File: src/shared/ccb_regs.vh
// Register map, field layout, reset values and timing constants for the protector config block
//
// Contract
// - 0x09 holds delay code [7:4], threshold [3:0]
// - Charge short delay is 60 us times (code+1)
// - Trip steps 5 mV low, 25 mV high range
// - Gain range bit selects threshold range
// - 0x0A holds mode [7:6], timeout [5:4], threshold [3:0]
// - Highest cell voltage decides balance start
// - Mode 01: always, timer, rearm after all below
// - Mode 10: only with charger, no timeout
// - Mode 11: charger, timeout, rearm by reconnect
// - Mode 00 disables the whole balancing function
// - Timer starts when bleeding actually begins
// - Timeout ends balancing; codes give 1,2,4,8 hours
// - Charger modes start on charger and threshold
// - Start threshold 3.9 V down 0.1 V per code
`ifndef CCB_REGS_VH
`define CCB_REGS_VH

`define CCB_ADDR_CHG_SHORT 8'h09
`define CCB_ADDR_BAL_CFG 8'h0A
`define CCB_CHG_SHORT_RESET 8'h00
`define CCB_BAL_CFG_RESET 8'h00

`define CCB_SCC_DELAY_MSB 7
`define CCB_SCC_DELAY_LSB 4
`define CCB_SCC_TRIP_MSB 3
`define CCB_SCC_TRIP_LSB 0
`define CCB_BAL_MODE_MSB 7
`define CCB_BAL_MODE_LSB 6
`define CCB_BAL_TMO_MSB 5
`define CCB_BAL_TMO_LSB 4
`define CCB_BAL_THR_MSB 3
`define CCB_BAL_THR_LSB 0

`define CCB_MODE_OFF 2'h0
`define CCB_MODE_ALWAYS 2'h1
`define CCB_MODE_CHG 2'h2
`define CCB_MODE_CHG_TMO 2'h3

// Clock rate and time figures; cycle counts derive from these
`define CCB_CLK_MHZ 10
`define CCB_SCC_STEP_US 60
`define CCB_SCC_STEP_CYCLES (`CCB_SCC_STEP_US * `CCB_CLK_MHZ)
`define CCB_TICKS_PER_SEC (`CCB_CLK_MHZ * 1000000)
`define CCB_HOUR_MIN 60
`define CCB_MIN_SEC 60
`define CCB_SEC_PER_HOUR (`CCB_HOUR_MIN * `CCB_MIN_SEC)

// Trip levels in mV (magnitudes, applied negative) and start threshold in mV
`define CCB_TRIP_LO_BASE 10
`define CCB_TRIP_LO_STEP 5
`define CCB_TRIP_HI_BASE 50
`define CCB_TRIP_HI_STEP 25
`define CCB_THR_TOP_MV 3900
`define CCB_THR_STEP_MV 100

`endif

File: src/hw/ccb_timer.v
// Balance timeout timer: one second timebase and hour-multiple limit
`include "ccb_regs.vh"

module ccb_timer #(
	parameter [27:0] TICKS_PER_SEC = `CCB_TICKS_PER_SEC,
	parameter [14:0] SEC_PER_HOUR = `CCB_SEC_PER_HOUR
) (
	input wire i_clk,
	input wire i_srst,
	input wire i_clear,
	input wire i_run,
	input wire [1:0] i_code,
	output reg o_expired
);
	reg [27:0] tick_q;
	reg [14:0] sec_q;
	wire [14:0] limit;
	wire sec_pulse;

	// Whole hours only, so every selection is an exact multiple of one hour
	assign limit = SEC_PER_HOUR << i_code;
	assign sec_pulse = i_run && (tick_q == TICKS_PER_SEC - 28'h0000001);

	// Prescaler to a one-cycle enable per second
	always @(posedge i_clk)
	begin
		if (i_srst || i_clear || !i_run)
			tick_q <= 28'h0000000;
		else if (sec_pulse)
			tick_q <= 28'h0000000;
		else
			tick_q <= tick_q + 28'h0000001;
	end

	// Seconds counter; expiry holds until cleared by the next start
	always @(posedge i_clk)
	begin
		if (i_srst || i_clear)
		begin
			sec_q <= 15'h0000;
			o_expired <= 1'b0;
		end
		else if (sec_pulse && !o_expired)
		begin
			sec_q <= sec_q + 15'h0001;
			if (sec_q + 15'h0001 >= limit)
				o_expired <= 1'b1;
		end
	end
endmodule

File: src/hw/ccb_top.v
// Charge short-circuit trip and automatic cell-balance controller
`include "ccb_regs.vh"

module ccb_top #(
	parameter N_CELLS = 10,
	parameter CELL_W = 13,
	parameter SENSE_W = 12,
	parameter [13:0] SCC_STEP_CYCLES = `CCB_SCC_STEP_CYCLES,
	parameter [27:0] TICKS_PER_SEC = `CCB_TICKS_PER_SEC,
	parameter [14:0] SEC_PER_HOUR = `CCB_SEC_PER_HOUR
) (
	input wire i_clk,
	input wire i_srst,
	input wire [7:0] i_reg_addr,
	input wire [7:0] i_reg_wdata,
	input wire i_reg_wr,
	output reg [7:0] o_reg_rdata,
	input wire i_sense_gain_range_bit,
	input wire signed [SENSE_W-1:0] i_sense_mv,
	input wire i_charger_present,
	input wire [N_CELLS*CELL_W-1:0] i_cell_mv,
	output reg o_charge_short_trip,
	output reg o_balancing,
	output reg o_balance_timeout,
	output reg [N_CELLS-1:0] o_bleed
);
	localparam [1:0] S_IDLE = 2'h0;
	localparam [1:0] S_ACTIVE = 2'h1;
	localparam [1:0] S_DONE = 2'h2;

	// Level and threshold constants sized to the nets they feed, so nothing widens silently
	localparam [9:0] TRIP_LO_BASE = `CCB_TRIP_LO_BASE;
	localparam [9:0] TRIP_LO_STEP = `CCB_TRIP_LO_STEP;
	localparam [9:0] TRIP_HI_BASE = `CCB_TRIP_HI_BASE;
	localparam [9:0] TRIP_HI_STEP = `CCB_TRIP_HI_STEP;
	localparam [CELL_W-1:0] THR_TOP_MV = `CCB_THR_TOP_MV;
	localparam [CELL_W-1:0] THR_STEP_MV = `CCB_THR_STEP_MV;

	reg [7:0] charge_short_circuit_config_q;
	reg [7:0] cell_balance_config_q;
	reg [1:0] state_q;
	reg [1:0] state_d;
	reg [13:0] scc_cnt_q;
	reg [CELL_W-1:0] max_cell;
	reg timer_clear;
	integer k;

	wire [3:0] charge_short_delay_code;
	wire [3:0] charge_short_threshold_code;
	wire [1:0] balance_enable_mode;
	wire [1:0] balance_timeout_code;
	wire [3:0] balance_start_threshold;
	wire [13:0] scc_delay_cycles;
	wire [9:0] trip_mag;
	wire signed [SENSE_W:0] trip_level;
	wire scc_over;
	wire [CELL_W-1:0] thr_mv;
	wire [N_CELLS-1:0] cell_above;
	wire any_above;
	wire timer_expired;

	// Field extraction
	assign charge_short_delay_code =
		charge_short_circuit_config_q[`CCB_SCC_DELAY_MSB:`CCB_SCC_DELAY_LSB];
	assign charge_short_threshold_code =
		charge_short_circuit_config_q[`CCB_SCC_TRIP_MSB:`CCB_SCC_TRIP_LSB];
	assign balance_enable_mode = cell_balance_config_q[`CCB_BAL_MODE_MSB:`CCB_BAL_MODE_LSB];
	assign balance_timeout_code = cell_balance_config_q[`CCB_BAL_TMO_MSB:`CCB_BAL_TMO_LSB];
	assign balance_start_threshold =
		cell_balance_config_q[`CCB_BAL_THR_MSB:`CCB_BAL_THR_LSB];

	// Register writes; both registers reset to zero, which leaves balancing off
	always @(posedge i_clk)
	begin
		if (i_srst)
		begin
			charge_short_circuit_config_q <= `CCB_CHG_SHORT_RESET;
			cell_balance_config_q <= `CCB_BAL_CFG_RESET;
		end
		else if (i_reg_wr && i_reg_addr == `CCB_ADDR_CHG_SHORT)
			charge_short_circuit_config_q <= i_reg_wdata;
		else if (i_reg_wr && i_reg_addr == `CCB_ADDR_BAL_CFG)
			cell_balance_config_q <= i_reg_wdata;
	end

	// Registered read data, unmapped addresses read zero
	always @(posedge i_clk)
	begin
		if (i_srst)
			o_reg_rdata <= 8'h00;
		else if (i_reg_addr == `CCB_ADDR_CHG_SHORT)
			o_reg_rdata <= charge_short_circuit_config_q;
		else if (i_reg_addr == `CCB_ADDR_BAL_CFG)
			o_reg_rdata <= cell_balance_config_q;
		else
			o_reg_rdata <= 8'h00;
	end

	// Trip level: sense minus side relative to plus side, negative in charge
	assign trip_mag = i_sense_gain_range_bit ?
		(TRIP_HI_BASE + TRIP_HI_STEP * {6'h00, charge_short_threshold_code}) :
		(TRIP_LO_BASE + TRIP_LO_STEP * {6'h00, charge_short_threshold_code});
	assign trip_level = -$signed({{(SENSE_W-10){1'b0}}, 1'b0, trip_mag});
	assign scc_over = $signed({i_sense_mv[SENSE_W-1], i_sense_mv}) <= trip_level;
	assign scc_delay_cycles = SCC_STEP_CYCLES * ({10'h000, charge_short_delay_code} + 14'h0001);

	// Delay qualifier: the condition must hold for the whole delay; any gap restarts it
	always @(posedge i_clk)
	begin
		if (i_srst || !scc_over)
		begin
			scc_cnt_q <= 14'h0000;
			o_charge_short_trip <= 1'b0;
		end
		else if (scc_cnt_q + 14'h0001 >= scc_delay_cycles)
			o_charge_short_trip <= 1'b1;
		else
			scc_cnt_q <= scc_cnt_q + 14'h0001;
	end

	// Start threshold in mV
	assign thr_mv = THR_TOP_MV -
		THR_STEP_MV * {{(CELL_W-4){1'b0}}, balance_start_threshold};

	// Per-cell comparison against the start threshold
	genvar g;
	generate
		for (g = 0; g < N_CELLS; g = g + 1)
		begin : g_cell
			assign cell_above[g] = i_cell_mv[g*CELL_W +: CELL_W] >= thr_mv;
		end
	endgenerate

	// Highest cell decides the start
	always @*
	begin
		max_cell = {CELL_W{1'b0}};
		for (k = 0; k < N_CELLS; k = k + 1)
			if (i_cell_mv[k*CELL_W +: CELL_W] > max_cell)
				max_cell = i_cell_mv[k*CELL_W +: CELL_W];
	end
	assign any_above = max_cell >= thr_mv;

	// Balance sequencer
	always @*
	begin
		state_d = state_q;
		timer_clear = 1'b0;
		case (state_q)
			S_IDLE:
			begin
				if (balance_enable_mode == `CCB_MODE_ALWAYS && any_above)
				begin
					state_d = S_ACTIVE;
					timer_clear = 1'b1;
				end
				else if ((balance_enable_mode == `CCB_MODE_CHG ||
					balance_enable_mode == `CCB_MODE_CHG_TMO) &&
					i_charger_present && any_above)
				begin
					state_d = S_ACTIVE;
					timer_clear = 1'b1;
				end
			end
			S_ACTIVE:
			begin
				if (balance_enable_mode == `CCB_MODE_ALWAYS)
				begin
					if (timer_expired)
						state_d = S_DONE;
					else if (!any_above)
						state_d = S_IDLE;
				end
				else if (balance_enable_mode == `CCB_MODE_CHG)
				begin
					if (!i_charger_present)
						state_d = S_IDLE;
				end
				else if (!i_charger_present)
					state_d = S_IDLE;
				else if (timer_expired)
					state_d = S_DONE;
			end
			S_DONE:
			begin
				if (balance_enable_mode == `CCB_MODE_ALWAYS && !any_above)
					state_d = S_IDLE;
				else if (balance_enable_mode != `CCB_MODE_ALWAYS && !i_charger_present)
					state_d = S_IDLE;
			end
			default:
				state_d = S_IDLE;
		endcase
		// Mode 00 parks the sequencer in S_IDLE from any state; a change between other modes does not
		if (balance_enable_mode == `CCB_MODE_OFF)
			state_d = S_IDLE;
	end

	// State and registered outputs; bleed only cells at or above the threshold
	always @(posedge i_clk)
	begin
		if (i_srst)
		begin
			state_q <= S_IDLE;
			o_balancing <= 1'b0;
			o_balance_timeout <= 1'b0;
			o_bleed <= {N_CELLS{1'b0}};
		end
		else
		begin
			state_q <= state_d;
			o_balancing <= state_d == S_ACTIVE;
			o_balance_timeout <= state_d == S_DONE;
			o_bleed <= (state_d == S_ACTIVE) ? cell_above : {N_CELLS{1'b0}};
		end
	end

	// Mode 10 never times out, so the timer only runs in the timed modes
	ccb_timer #(
		.TICKS_PER_SEC(TICKS_PER_SEC),
		.SEC_PER_HOUR(SEC_PER_HOUR)
	) u_timer (
		.i_clk(i_clk),
		.i_srst(i_srst),
		.i_clear(timer_clear),
		.i_run(state_q == S_ACTIVE && balance_enable_mode != `CCB_MODE_CHG),
		.i_code(balance_timeout_code),
		.o_expired(timer_expired)
	);
endmodule

File: config.mk
export PLATFORM = sky130hd
export DESIGN_NAME = ccb_top
export DESIGN_NICKNAME = d
export VERILOG_FILES = /design/src/hw/ccb_timer.v /design/src/hw/ccb_top.v
export VERILOG_INCLUDE_DIRS = /design/src /design/src/shared
export SDC_FILE = /design/constraint.sdc
export NUM_CORES = 1
export LEC_CHECK = 0
export ABC_AREA = 1
export BUFFER_PORTS_ARGS = -buffer_cell sky130_fd_sc_hd__buf_4
export CELL_PAD_IN_SITES_DETAIL_PLACEMENT = 0
export CELL_PAD_IN_SITES_GLOBAL_PLACEMENT = 2
export CORE_MARGIN = 5
export CORE_UTILIZATION = 31
export CTS_BUF_LIST = sky130_fd_sc_hd__clkbuf_8
export DETAILED_ROUTE_END_ITERATION = 16
export GPL_ROUTABILITY_DRIVEN = 0
export PLACE_DENSITY_LB_ADDON = 0.1
export SLEW_MARGIN = 10
export SYNTH_ARGS = -nofsm -noshare
export SYNTH_HDL_FRONTEND = slang
export SYNTH_SLANG_ARGS = --single-unit
File: constraint.sdc
create_clock -name i_clk -period 20.9 [get_ports i_clk]
set_input_delay 5.225 -clock i_clk [delete_from_list [all_inputs] [get_ports i_clk]]
set_output_delay 5.225 -clock i_clk [all_outputs]
set_load 0.05 [all_outputs]
After elaboration in Yosys (flattened, before gate mapping)
Index checks and enable logic that the tools add are counted.
- equal/unequal tests: 12
- add/subtract/negate cells: 8
- muxes and demuxes: 29
- multiply operators: 4
- bitwise gates (word level): 2
- shift-type cells: 1
- reduce and logical (&&, ||, !) cells: 25
- order comparisons: 24
- operators with widths (kind ; count):
    $ge A13 B13 Y1 ; 11
    $mux W13 ; 10
    $gt A13 B13 Y1 ; 9
    $add A28 B1 Y28 const B ; 1
    $eq A28 B24 Y1 const B ; 1
    $mux W2 ; 12
    $mul A5 B4 Y9 const A ; 2
    $eq A8 B4 Y1 const B ; 2
    $mux W8 ; 2
    $add A15 B1 Y15 const B ; 1
    $ge A15 B15 Y1 ; 1
    $shl A12 B2 Y15 const A ; 1
    $add A14 B1 Y14 const B ; 1
    $ge A14 B14 Y1 ; 1
    $gt A13 B1 Y1 const B ; 1
    $le A12 B13 Y1 ; 1
    $neg A10 Y13 ; 1
    $sub A12 B11 Y13 const A ; 1
    $mul A7 B5 Y11 const A ; 1
    $add A6 B9 Y10 const A ; 1
    $logic_and A1 B1 Y1 ; 10
    $mux W10 ; 1
    $add A4 B7 Y8 const A ; 1
    $eq A2 B2 Y1 const B ; 4
    13 further kinds ; 28
- input port bits: 163
- bits in registers: 97

Longest topological paths before layout
- word-level depth: 29
- gate-level depth with buffers: 129

Hierarchy
A second synthesis with hierarchy kept.
- cells, all modules: 1969
- area total of the unflattened synthesis: 13425.4 µm²
- modules (own cells, without submodules) (module ; seq. area each (µm²) ; cells an instance ; area each (µm²) ; instances):
    ccb_top ; 1061.0 ; 1565 ; 10746.6 ; 1
    ccb_timer ; 880.8 ; 404 ; 2678.8 ; 1

Worst setup path before layout
Ideal clock, no wire load.
- kind: in2reg
- start: in i_cell_mv[12]
- end: reg o_bleed[1]
- arrival: 21.195 ns
- slack: -0.426 ns
- cell stages on the path: 113
- required time: 20.769 ns
- library setup time: 0.131 ns
- path through: inv_1 -> ha_1 -> nand2_1 -> inv_1 -> nand2_1 -> nand2_1 -> a21oi_1 -> nand2_4 -> nand2_4 -> buf_2 -> clkbuf_1 -> nand2_1 -> o21ai_0 -> ha_1 -> nand2_1 -> inv_2 -> nand2_1 -> a21oi_1 -> (+77 left out) -> nand2_1 -> o21ai_0 -> ha_1 -> a21oi_1 -> o21ai_0 -> a21oi_1 -> o21ai_0 -> a21oi_1 -> nand2_1 -> nand2_2 -> nand2_2 -> nand2_1 -> nand2_1 -> nand2_1 -> nand2_1 -> nand2_2 -> buf_6 -> nor2_2
- cells in the longest elaborated chain, start to end: 29
- ends and longest elaborated chain (item ; line ; RTL):
    start: declaration ; ccb_top.v:21 ; input wire [N_CELLS*CELL_W-1:0] i_cell_mv,
    $gt A13 B1 Y1 ; ccb_top.v:139 ; if (i_cell_mv[k*CELL_W +: CELL_W] > max_cell)
    $mux W13 * ; ccb_top.v:139 ;
    $gt A13 B13 Y1 ; ccb_top.v:139 ;
    $mux W13 * ; ccb_top.v:139 ;
    $gt A13 B13 Y1 ; ccb_top.v:139 ;
    $mux W13 * ; ccb_top.v:139 ;
    $gt A13 B13 Y1 ; ccb_top.v:139 ;
    $mux W13 * ; ccb_top.v:139 ;
    (+13 left out) ; n/a ;
    $mux W2 (tied with other cells) ; ccb_top.v:171 ; else if (!any_above)
    $mux W2 (tied with other cells) ; ccb_top.v:169 ; if (timer_expired)
    $mux W2 (on tied branches) ; ccb_top.v:167, ccb_top.v:152, ccb_top.v:186 ;
    $pmux W2 S3 * ; ccb_top.v:149 ; case (state_q)
    $mux W2 * ; ccb_top.v:195 ; if (balance_enable_mode == `CCB_MODE_OFF)
    $eq A2 B1 Y1 * ; ccb_top.v:214 ; o_bleed <= (state_d == S_ACTIVE) ? cell_above : {N_CELLS{1'b0}};
    $not A1 Y1 (no line) * ; n/a ;
    $reduce_or A2 Y1 (no line) * ; n/a ;
    end signal: assignment ; ccb_top.v:207 ; o_bleed <= {N_CELLS{1'b0}};
    end signal: assignment ; ccb_top.v:214 ;
    end: declaration ; ccb_top.v:25 ; output reg [N_CELLS-1:0] o_bleed
Every way passes the cells marked *; elsewhere a longest branch is shown, timed or not.
A chain may end at the register's enable or synchronous reset.

Worst setup path after layout
- start: in i_cell_mv[23]
- end: reg o_bleed[4]
- cells in the longest elaborated chain, start to end: 27
- ends and longest elaborated chain (item ; line):
    $gt A13 B13 Y1 ; ccb_top.v:139
    $mux W13 * ; ccb_top.v:139
    $gt A13 B13 Y1 ; ccb_top.v:139
    $mux W13 * ; ccb_top.v:139
    $gt A13 B13 Y1 ; ccb_top.v:139
    $mux W13 * ; ccb_top.v:139
    $gt A13 B13 Y1 ; ccb_top.v:139
    $mux W13 * ; ccb_top.v:139
    (+11 left out) ; n/a
    $mux W2 (tied with other cells) ; ccb_top.v:171
    $mux W2 (tied with other cells) ; ccb_top.v:169
    $mux W2 (on tied branches) ; ccb_top.v:167, ccb_top.v:152, ccb_top.v:186
    $pmux W2 S3 * ; ccb_top.v:149
    $mux W2 * ; ccb_top.v:195
    $eq A2 B1 Y1 * ; ccb_top.v:214
    $not A1 Y1 (no line) * ; n/a
    $reduce_or A2 Y1 (no line) * ; n/a
Marked as above.

==> run_results.csv <==
group,metric,value,unit
logic_synthesis,ys.flop_type,"dfxtp_1",
sta,clock.fmax,50.8,MHz
logic_synthesis,synth-seq-cells,97,
floorplanning,die_w,216,µm
clock_tree,numClockSinks,97,
clock_tree,cts_made_buffers,9,
layout,syn_to_final_growth,20.5,%
logic_synthesis,synthDistinctLibCells,57,
global_routing,gr-total-overflow,0,
routing,first_pass_iters,6,
global_routing,grt_start_max_net_pins,29,
worst_hold_path,worst_hold_path.endpoint,"u_timer.tick_q[0]",
layout,fillCellCount,4545,
floorplanning,num_io_pins,184,
setup_path,cp.arrival,19950,ps
layout,final_core_util,0.378,
logic_synthesis,synth_edf_count,0,
placement,place_hpwl,38500,µm
logic_synthesis,syn_inst,1891,
global_routing,grt_pass1_vias,12800,
clock_tree,path_clk_slew,100,ps
sta,post-route-min-period,19700,ps
routing,wl_per_cell,17.2,µm
sta,setup_violations,0,
layout,fin_nets,2574,
routing,ant_nets,0,
routing,drcViolationCount,0,
layout,drive_gt1_frac,0.162,
worst_hold_path,worstHoldPathCells,1,
setup_path,rr_worst_depth,25,
setup_path,cp_max_fo,22,
flow_run,maxCapViolations,0,
logic_synthesis,synthArstFlopShare,0,
clock_tree,root_buffer,"clkbuf_8",
setup_path,worst-path-buf-inv,19,
floorplanning,die_h,216,µm
logic_synthesis,synth.avg_cell_area,6.93,µm²
setup_path,end_kind,"flop",
floorplanning,start_util,0.313,
setup_path,crit_required,21150,ps
sta,tightest_slew,1140,ps
pwr,leakage,0.00788,µW
logic_synthesis,syn-num-nets,2367,
floorplanning,core.rowCount,75,
floorplanning,core,41900,µm²
floorplanning,dieArea,46500,µm²
setup_path,r2r_end,"scc_cnt_q[2]",
logic_synthesis,ys_seq_area_frac,0.148,
setup_path,rrSetupSlack,15610,ps
worst_hold_path,min-delay-start,"u_timer.tick_q[0]",
sta,finalCritPeriodShare,0.943,
placement,place_ws,-525,ps
setup_path,timing.rr.start,"charge_short_circuit_config_q[4]",
clock_tree,clockBufferDepth,2,
clock_tree,cts_tree,"built",
placement,io_buffers,183,
layout,multiInputGateArea,10400,µm²
routing,viasPerCell,4.94,
setup_path,cp_top_family,"simple AND/OR/NAND/NOR gates",
sta,setup_slack,1200,ps
global_routing,grt.total_usage,0.188,
routing,first_iter_violations,697,
sta,relSlewSlack,0.233,
global_routing,grt_pass1_wl,70500,µm
logic_synthesis,synth_top_area_frac,0.294,
worst_hold_path,hold_class,"reg2reg",
setup_path,crit_type,"in2reg",
setup_path,path_common_cell,"nand2_1",
logic_synthesis,synth_area_leader_cell,"ha_1",
pwr,powerDensity,88.8,nW/µm²
clock_tree,h-tree-depth,3,
sta,slew_violations,0,
layout,regArea,1940,µm²
routing,wl,45400,µm
sta,clock_skew,11.7,ps
logic_synthesis,syn_area,13100,µm²
run_status,status,"finished, final reports clean",
global_routing,antenna_found_initial,2,
pwr,peakVddDrop,73.6,µV
logic_synthesis,ys_warn_count,0,
routing,num_vias,13100,
setup_path,slowest_delay,340,ps
sta,finalHoldViolCount,0,
setup_path,slowest_stage,"nor4b_2",
logic_synthesis,synthTopCellsByArea,"ha_1 (29%), dfxtp_1 (15%), nand2_1 (11%)",
setup_path,cp-start-kind,"primary input",
clock_tree,clk_latency,390,ps
cell families (layout without fill, tap and decap cells):
kind of cell / Yosys count / count (layout) / synth area share
and+or+nand+nor: 773 / 777 / 0.270
AOI/OAI and AO/OA: 377 / 377 / 0.162
adders and majority gates: 313 / 313 / 0.301
buffers and inverters: 272 / 480 / 0.0794
DFF: 97 / 97 / 0.148
xor gates and xnor gates: 59 / 59 / 0.0394
other: 0 / 2 / 0
layout make-up:
type                       instances  area share
antenna                            2    0.000317
clock buffer                       9     0.00784
clock inverter                     7     0.00625
inverter                         240      0.0570
multi-input combinational       1526       0.655
sequential                        97       0.123
tap                              539      0.0427
timing repair buffer             224       0.108
worst reg2reg max path, stage by stage, from the launching register on:
cell and delay, ps:
dfxtp_1 540, ha_1 240, nand2_1 60, nor2_1 290, ha_1 200, inv_1 50, fa_1 490, inv_1 40
ha_1 330, nand3_1 100, nand2_1 80, a21oi_1 130, o21bai_1 100, nand2_1 70, nand2_1 40, a21oi_1 140
xor2_1 180, ha_1 260, a21oi_1 140, o21ai_0 100, a221oi_1 220, nand2_1 420, inv_1 480, nand2_1 120
or2_2 290, a21oi_1 120
placed cells by master (no fill, tap or decap), drive strengths merged, types with 2 or more instances in the layout:
cell type and count:
and2 4, xnor2 21, a31oi 3, a21oi 140, o211ai 4, bufinv 2
o21bai 3, buf 224, nand3b 5, inv 243, diode 2, nor3 24
nor4 19, a221oi 11, dfxtp 97, o31ai 2, o21a 5, clkbuf 9
ha 308, nor3b 13, o22ai 9, nand3 90, or2 13, nand4 36
or3b 3, a211oi 25, nor4b 6, and3 3, nand2 406, xor2 38
nor2 152, a21boi 3, a2111oi 9, fa 5, o21ai 156
worst max-delay path by stage:
stage	depth (start not counted)	to	start
2_1_floorplan	117	o_bleed[1]	i_cell_mv[12]
3_3_place_gp	102	o_bleed[7]	i_cell_mv[25]
3_5_place_dp	108	o_bleed[7]	i_cell_mv[12]
4_1_cts	104	o_bleed[7]	i_cell_mv[12]
5_1_grt	111	o_bleed[4]	i_cell_mv[10]
6_report	105	o_bleed[4]	i_cell_mv[23]
flip-flops by register name (all words and copies together) (netlist names):
register / count
u_timer.sec_q: 15
o_reg_rdata: 8
o_bleed: 10
o_balancing: 1
scc_cnt_q: 14
u_timer.o_expired: 1
o_balance_timeout: 1
cell_balance_config_q: 8
u_timer.tick_q: 28
charge_short_circuit_config_q: 8
state_q: 2
o_charge_short_trip: 1
layer usage:
layer,GRT usage,part of all wire,vias to the layer above,wire [µm]
met2,0.320,0.46,261,21100
met4,0.0346,0.014,0,654
li1,-,-,6933,-
met5,0,0,-,0
met1,0.259,0.48,5843,22000
met3,0.0231,0.036,32,1630
through the flow:
step	total power, µW	TNS [ps]	std cells	area, µm²	hold WS (ps)
floorplan	874	0	1891	13100	430
global placement	1200	-13940	2616	15300	448
CTS	1360	0	2632	15500	477
detailed placement	1200	-13490	2616	15300	457
finish	1400	0	2644	15800	474
global route	1570	-67.6	2643	15800	488
where the power goes:
part | leakage [µW] | switching [µW] | internal [µW] | total, µW
Combinational | 0.00699 | 650 | 422 | 1070
Sequential | 0.000781 | 0.324 | 185 | 185
Clock | 0.000111 | 76.9 | 68.6 | 146
synth_stat cells (7+ instances only):
cell,number
a2111oi_0,9
a21oi_1,140
o22ai_1,9
dfxtp_1,97
clkbuf_1,25
a221oi_1,11
inv_1,232
a211oi_1,25
inv_2,7
nor4_1,19
nor3b_1,13
o21ai_1,9
nand3_2,11
or2_2,11
nand3_1,79
xnor2_1,21
nor3_1,23
nor2_2,9
xor2_1,38
ha_1,308
o21ai_0,147
nand4_1,35
nor2_1,142
nand2_2,17
nand2_1,381
repair_timing:
item,CTS,global route
hold buffers,0,0
buffers inserted,0,6
setup endpoints to repair,28,30
gates resized for setup,5,71
pin swaps,0,16
gates cloned,0,4
(Power assumes the default switching activity.)
